==> src/cif_pkg.sv <==
// package: register map, bit positions and carrier types
package cif_pkg;
  localparam logic [7:0] ADDR_INT_ENABLE = 8'h2B;
  localparam logic [7:0] ADDR_INT_PENDING = 8'h2C;
  localparam logic [7:0] ADDR_ERR_COND = 8'h2D;
  localparam logic [7:0] RST_INT_ENABLE = 8'h00;
  localparam logic [7:0] RST_INT_PENDING = 8'h00;
  localparam logic [7:0] RST_ERR_COND = 8'h00;
  localparam int BIT_RX0 = 0;
  localparam int BIT_RX1 = 1;
  localparam int BIT_TX0 = 2;
  localparam int BIT_TX1 = 3;
  localparam int BIT_TX2 = 4;
  localparam int BIT_ERR = 5;
  localparam int BIT_WAKE = 6;
  localparam int BIT_MSG = 7;
  localparam int EF_WARN = 0;
  localparam int EF_RXWARN = 1;
  localparam int EF_TXWARN = 2;
  localparam int EF_RXPASS = 3;
  localparam int EF_TXPASS = 4;
  localparam int EF_BUSOFF = 5;
  localparam int EF_RX0OV = 6;
  localparam int EF_RX1OV = 7;
  localparam logic [7:0] WARN_LIMIT = 8'h60;
  localparam logic [7:0] PASSIVE_LIMIT = 8'h80;
  localparam logic [7:0] BUSOFF_LIMIT = 8'hFF;
  localparam int SYNC_STAGES = 3;

  typedef struct packed {
    logic wr;
    logic [7:0] addr;
    logic [7:0] wdata;
    logic [7:0] wmask;
  } cif_reg_req_t;

  typedef struct packed {
    logic [7:0] tec;
    logic [7:0] rec;
    logic bus_recovered;
  } cif_err_cnt_t;
endpackage

==> src/cif_core.sv <==
// interrupt enable, pending and error-condition registers with irq output
`timescale 1ns/1ps
module cif_core (
  input wire logic ref_clk,
  input wire logic reset,
  input wire cif_pkg::cif_reg_req_t req,
  output logic [7:0] rdata,
  input wire cif_pkg::cif_err_cnt_t cnt,
  input wire logic msg_fault_evt,
  input wire logic bus_activity_pin,
  input wire logic [2:0] tx_buf_empty_evt,
  input wire logic [1:0] rx_buf_full_evt,
  input wire logic [1:0] rx_overflow_evt,
  output logic irq_n
);
  logic [7:0] interrupt_enable_ff;
  logic [7:0] nxt_interrupt_enable;
  logic [7:0] interrupt_pending_ff;
  logic [7:0] nxt_interrupt_pending;
  logic [7:0] error_condition_ff;
  logic [7:0] nxt_error_condition;
  logic [7:0] rdata_ff;
  logic [7:0] nxt_rdata;
  logic irq_n_ff;
  logic nxt_irq_n;
  logic wake_level;
  logic wake_prev_ff;
  logic [7:0] set_vec;
  logic [5:0] cond_now;
  logic bus_off_ff;
  logic nxt_bus_off;

  typedef enum logic [1:0] {
    CIF_BUS_ON = 2'b01,
    CIF_BUS_OFF = 2'b10
  } cif_bus_state_t;
  cif_bus_state_t bus_state_ff;
  cif_bus_state_t nxt_bus_state;

  function automatic logic hit(input logic [7:0] a, input logic [7:0] t);
    hit = req.wr && (a == t);
  endfunction

  cif_sync u_wake_sync (
    .ref_clk(ref_clk),
    .reset(reset),
    .pin_in(bus_activity_pin),
    .level_out(wake_level)
  );

  // bus-off tracking
  always_comb begin
    nxt_bus_state = bus_state_ff;
    case (bus_state_ff)
      CIF_BUS_ON: begin
        if (cnt.tec == cif_pkg::BUSOFF_LIMIT) begin
          nxt_bus_state = CIF_BUS_OFF;
        end
      end
      CIF_BUS_OFF: begin
        if (cnt.bus_recovered) begin
          nxt_bus_state = CIF_BUS_ON;
        end
      end
      default: nxt_bus_state = CIF_BUS_ON;
    endcase
    nxt_bus_off = (nxt_bus_state == CIF_BUS_OFF);
  end

  // error-condition register
  always_comb begin
    cond_now = '0;
    cond_now[cif_pkg::EF_RXWARN] = cnt.rec >= cif_pkg::WARN_LIMIT;
    cond_now[cif_pkg::EF_TXWARN] = cnt.tec >= cif_pkg::WARN_LIMIT;
    cond_now[cif_pkg::EF_WARN] = cond_now[cif_pkg::EF_RXWARN] |
      cond_now[cif_pkg::EF_TXWARN];
    cond_now[cif_pkg::EF_RXPASS] = cnt.rec >= cif_pkg::PASSIVE_LIMIT;
    cond_now[cif_pkg::EF_TXPASS] = cnt.tec >= cif_pkg::PASSIVE_LIMIT;
    cond_now[cif_pkg::EF_BUSOFF] = nxt_bus_off;
    nxt_error_condition = error_condition_ff;
    nxt_error_condition[5:0] = cond_now;
    for (int i = 0; i < 2; i++) begin
      if (hit(req.addr, cif_pkg::ADDR_ERR_COND) &&
          req.wmask[cif_pkg::EF_RX0OV + i] &&
          !req.wdata[cif_pkg::EF_RX0OV + i]) begin
        nxt_error_condition[cif_pkg::EF_RX0OV + i] = 1'b0;
      end
      if (rx_buf_full_evt[i] &&
          interrupt_pending_ff[cif_pkg::BIT_RX0 + i]) begin
        nxt_error_condition[cif_pkg::EF_RX0OV + i] = 1'b1;
      end
    end
  end

  // interrupt sources and pending flags
  always_comb begin
    set_vec = '0;
    set_vec[cif_pkg::BIT_MSG] = msg_fault_evt;
    set_vec[cif_pkg::BIT_WAKE] = wake_level && !wake_prev_ff;
    set_vec[cif_pkg::BIT_ERR] =
      nxt_error_condition != error_condition_ff;
    set_vec[cif_pkg::BIT_TX2:cif_pkg::BIT_TX0] = tx_buf_empty_evt;
    set_vec[cif_pkg::BIT_RX1:cif_pkg::BIT_RX0] = rx_buf_full_evt;
    nxt_interrupt_enable = interrupt_enable_ff;
    nxt_interrupt_pending = interrupt_pending_ff;
    if (hit(req.addr, cif_pkg::ADDR_INT_ENABLE)) begin
      nxt_interrupt_enable = (interrupt_enable_ff & ~req.wmask) |
        (req.wdata & req.wmask);
    end
    if (hit(req.addr, cif_pkg::ADDR_INT_PENDING)) begin
      nxt_interrupt_pending = (interrupt_pending_ff & ~req.wmask) |
        (req.wdata & req.wmask);
    end
    nxt_interrupt_pending = nxt_interrupt_pending | set_vec;
    nxt_irq_n = ~|(nxt_interrupt_pending & nxt_interrupt_enable);
    case (req.addr)
      cif_pkg::ADDR_INT_ENABLE: nxt_rdata = nxt_interrupt_enable;
      cif_pkg::ADDR_INT_PENDING: nxt_rdata = nxt_interrupt_pending;
      cif_pkg::ADDR_ERR_COND: nxt_rdata = nxt_error_condition;
      default: nxt_rdata = 8'h00;
    endcase
  end

  always_ff @(posedge ref_clk or posedge reset) begin
    if (reset) begin
      interrupt_enable_ff <= cif_pkg::RST_INT_ENABLE;
      interrupt_pending_ff <= cif_pkg::RST_INT_PENDING;
      error_condition_ff <= cif_pkg::RST_ERR_COND;
      bus_state_ff <= CIF_BUS_ON;
      wake_prev_ff <= 1'b0;
      rdata_ff <= 8'h00;
      irq_n_ff <= 1'b1;
    end else begin
      interrupt_enable_ff <= nxt_interrupt_enable;
      interrupt_pending_ff <= nxt_interrupt_pending;
      error_condition_ff <= nxt_error_condition;
      bus_state_ff <= nxt_bus_state;
      wake_prev_ff <= wake_level;
      rdata_ff <= nxt_rdata;
      irq_n_ff <= nxt_irq_n;
    end
  end

  assign rdata = rdata_ff;
  assign irq_n = irq_n_ff;
endmodule

==> src/cif_sync.sv <==
// three-stage synchroniser for wake-up activity pin, with agreement filter
`timescale 1ns/1ps
module cif_sync (
  input wire logic ref_clk,
  input wire logic reset,
  input wire logic pin_in,
  output logic level_out
);
  logic [cif_pkg::SYNC_STAGES-1:0] stage_ff;
  logic [cif_pkg::SYNC_STAGES-1:0] nxt_stage;
  logic level_ff;
  logic nxt_level;

  always_comb begin
    nxt_stage = {stage_ff[cif_pkg::SYNC_STAGES-2:0], pin_in};
    nxt_level = level_ff;
    if (stage_ff[1] == stage_ff[2]) begin
      nxt_level = stage_ff[2];
    end
  end

  always_ff @(posedge ref_clk or posedge reset) begin
    if (reset) begin
      stage_ff <= '0;
      level_ff <= 1'b0;
    end else begin
      stage_ff <= nxt_stage;
      level_ff <= nxt_level;
    end
  end

  assign level_out = level_ff;
endmodule

==> config.mk <==
export PLATFORM = sky130hd
export DESIGN_NAME = cif_core
export DESIGN_NICKNAME = d
export VERILOG_FILES = /design/src/cif_pkg.sv /design/src/cif_core.sv /design/src/cif_sync.sv
export SDC_FILE = /design/constraint.sdc
export NUM_CORES = 1
export LEC_CHECK = 0
export BUFFER_PORTS_ARGS = -buffer_cell sky130_fd_sc_hd__clkbuf_2
export CAP_MARGIN = 30
export CORE_MARGIN = 2
export CORE_UTILIZATION = 39
export DETAILED_ROUTE_END_ITERATION = 12
export PLACE_DENSITY = 0.67
export SKIP_LAST_GASP = 1
export SYNTH_ARGS = -nofsm -noshare
export SYNTH_HDL_FRONTEND = slang
export SYNTH_SLANG_ARGS = --single-unit
export TNS_END_PERCENT = 10
==> constraint.sdc <==
create_clock -name ref_clk -period 4.9 [get_ports ref_clk]
set_input_delay 0 -clock ref_clk [delete_from_list [all_inputs] [get_ports ref_clk]]
set_output_delay 0 -clock ref_clk [all_outputs]
set_load 0.05 [all_outputs]
==> results.sh <==
export IMPL_gp_congestion=0.801
export IMPL_cp_data_arrival_time_ns=2.30
export IMPL_wl_met2_mm=1.84
export IMPL_post_cts_buffers=0
export IMPL_clkSinkCount=40
export IMPL_die_x_microns=74.7
export IMPL_dr_max_layer_used="met4"
export IMPL_slew_viol_final=0
export IMPL_synth_cells=180
export IMPL_critPathKind="register to register"
export IMPL_crit_fanout=5
export IMPL_cts_tree="built"
export IMPL_crit_required_ns=5.12
export IMPL_core_area_sq_um=4750
export IMPL_die_area_sq_um=5580
export IMPL_p_per_area_nw_per_um2=275
export IMPL_reg2reg_to="irq_n$_DFF_PP1_"
export IMPL_htree_levels=2
export IMPL_numCtsBuffers=5
export IMPL_dr_total_vias=1611
export IMPL_skew_ns=0.00373
export IMPL_ys_seq_area_share_pct=51.5
export IMPL_endpoint="irq_n$_DFF_PP1_"
export IMPL_cpPeakStageDelay_ns=0.57
export IMPL_wl_met1_mm=2.11
export IMPL_ios=62
export IMPL_wirelength_mm=4.31
export IMPL_r2r_setup_slack_ns=2.82
export IMPL_rows=25
export IMPL_dr_wl_met3_microns=283
export IMPL_tns_ns=0
export IMPL_synth_seq_cells=40
export IMPL_peakVddDrop_v=0.000173
export IMPL_clockBufferDepth=2
export IMPL_synth_top_area_share_pct=48.8
export IMPL_die_y_microns=74.7
export IMPL_antenna_left=0
export IMPL_cts_root_buf="clkbuf_8"
export IMPL_portBuffers=54
export IMPL_drive_gt1_share_pct=32.3
export IMPL_drv_cap=0
export IMPL_diodes=0
export IMPL_rsz0062_at_grt="no"
export IMPL_cp_slowest_cell="dfstp_2"
export IMPL_end_kind="register"
export IMPL_synth_common_cells="dfrtp_1 (38), nand2_1 (18), inv_1 (15)"
export IMPL_initial_utilization_pct=41.0
export IMPL_hold_ws_ns=0.00879
export IMPL_wl_per_cell_microns=13.7
export IMPL_gr_total_overflow=0
export IMPL_track_usage_pct=16.3
export IMPL_p_leak_uw=0.00119
export IMPL_hpwl_mm=3.09
export IMPL_finalHoldViolations=0
export IMPL_drt_pass1_iterations=4
export IMPL_synth_top_area_cell="dfrtp_1"
export IMPL_tightest_slew_ns=0.682
export IMPL_ys_flop_type="dfrtp_1"
export IMPL_grt_pass1_wl_mm=6.81
export IMPL_yosysMostFrequentCell="dfrtp_1"
export IMPL_syn_nets=235
export IMPL_nNetsFinal=302
export IMPL_drtIter0Drc=72
export IMPL_relSlewSlack_pct=53.9
export IMPL_grt_pass1_vias=1509
export IMPL_reg2reg_from="bus_state_ff[0]$_DFF_PP1_"
export IMPL_setup_viol=0
export IMPL_setup_worst_path_start="bus_state_ff[0]$_DFF_PP1_"
export IMPL_grt_start_max_net_pins=41
export IMPL_period_minus_slack_ns=2.08
export IMPL_path_cells="inv_1, ha_1, nor3_1, o21ai_0, xor2_1, and4_1, o211a_1"
export IMPL_synth_cell_type_count=48
export IMPL_drc=0
export IMPL_hold_start="cnt[6]"
export IMPL_viasPerCell=5.11
export IMPL_reg2reg_depth=7
export IMPL_critPathLaunchType="register"
export IMPL_synth_cell_area_sq_um=1950
export IMPL_async_flop_share_pct=100
export IMPL_synthTopCellsByArea="dfrtp_1 (49%), mux2_2 (4.0%), nand2_1 (3.5%), o21ai_0 (3.3%), inv_1 (2.9%)"
export IMPL_fin_crit_sh_pct=42.4
export IMPL_cts_clk_slew_worst_paths_ns=0.07
export IMPL_hp_class="input pin to register"
export IMPL_antenna_found_initial=0
export IMPL_outcome="finished, final reports clean"
export IMPL_area_delta_synth_final_pct=27.2
export IMPL_clock_latency_ns=0.28
export IMPL_max_freq_ghz=0.481
export IMPL_avgSynthCellArea_sq_um=10.8
export IMPL_ys_warn_count=0
export IMPL_synth_edff_count=0
## final cells by class
cell class              count  area, sq um
well taps                  67         83.8
multi-input cells         117          835
repair buffers             68          408
clock inverters             2         10.0
fillers                   434         2280
clock buffers               6         82.6
flip-flops and latches     40         1000
inverters                  15         56.3
## cell families (layout without fill, tap and decap cells)
kind of cell | count (synthesis) | count (layout) | synth area share, %
AOI/OAI and AO/OA | 49 | 49 | 17.9
and+or+nand+nor | 49 | 49 | 14.6
buffers and inverters | 23 | 91 | 5.65
DFF | 40 | 40 | 51.5
xor gates and xnor gates | 6 | 6 | 2.70
muxes | 10 | 10 | 5.84
adders and majority gates | 3 | 3 | 1.80
## how the worst min path moves through the flow
stage,cells after the start,end
2_1_floorplan,0,u_wake_sync.stage_ff[0]$_DFF_PP0_
3_3_place_gp,1,u_wake_sync.stage_ff[0]$_DFF_PP0_
3_5_place_dp,1,u_wake_sync.stage_ff[0]$_DFF_PP0_
4_1_cts,2,interrupt_enable_ff[3]$_DFF_PP0_
5_1_grt,2,interrupt_enable_ff[3]$_DFF_PP0_
6_report,3,error_condition_ff[1]$_DFF_PP0_
## sequential cells by signal, indices dropped and copies added (netlist names)
name                   cells
error_condition_ff         8
irq_n                      1
wake_prev_ff               1
u_wake_sync.stage_ff       3
u_wake_sync.level_out      1
rdata                      8
interrupt_enable_ff        8
bus_state_ff               2
interrupt_pending_ff       8
## power by group
part / internal [uW] / leakage [uW] / switching [uW]
sequential: 347 / 0.000472 / 9.04
clock: 112 / 0.0000510 / 107
combinational: 48.0 / 0.000662 / 58.4
total: 508 / 0.00119 / 174
## layout by cell type (no fill, tap or decap), types with 6 or more instances in the layout
cell,Yosys,layout
mux2_2,7,7
o21ai_0,13,13
dlygate4sd3_1,0,13
a21oi_1,9,9
nand2_1,18,18
a41oi_1,6,6
inv_1,15,15
clkbuf_8,0,6
clkbuf_2,0,54
dfrtp_1,38,38
nor3_1,8,8
## per-stage QoR
step                instances  power, uW  utilization, %  area (sq um)  setup WS, ns
floorplan                 180        423               -          1950          3.05
global placement          294        458            47.4          2260          2.57
global route              315        715            52.1          2480          2.74
finish                    315        682            52.1          2480          2.82
detailed placement        294        461            47.4          2260          2.57
CTS                       315        690            52.1          2480          2.85
## routing by layer
metal	vias up	GRT usage, %
met1	745	22.0
li1	798	-
met3	8	3.75
met2	60	25.1
met5	-	0
met4	0	7.94
## repair_timing
action                                 CTS  global route
gates resized for setup                  0             0
endpoints found under the hold margin   50             0
hold buffers                            13             0
## critical path, delay by kind of cell (launching register included)
family                   cells  cell delay (ns)
AO/OA/AOI/OAI                2             0.42
XOR/XNOR                     1             0.18
buffers and inverters        1             0.05
flip-flops                   1             0.57
adder cells (fa/ha/maj)      1             0.32
AND/OR/NAND/NOR              2             0.47
No activity file was read; power rests on OpenSTA's default activity.
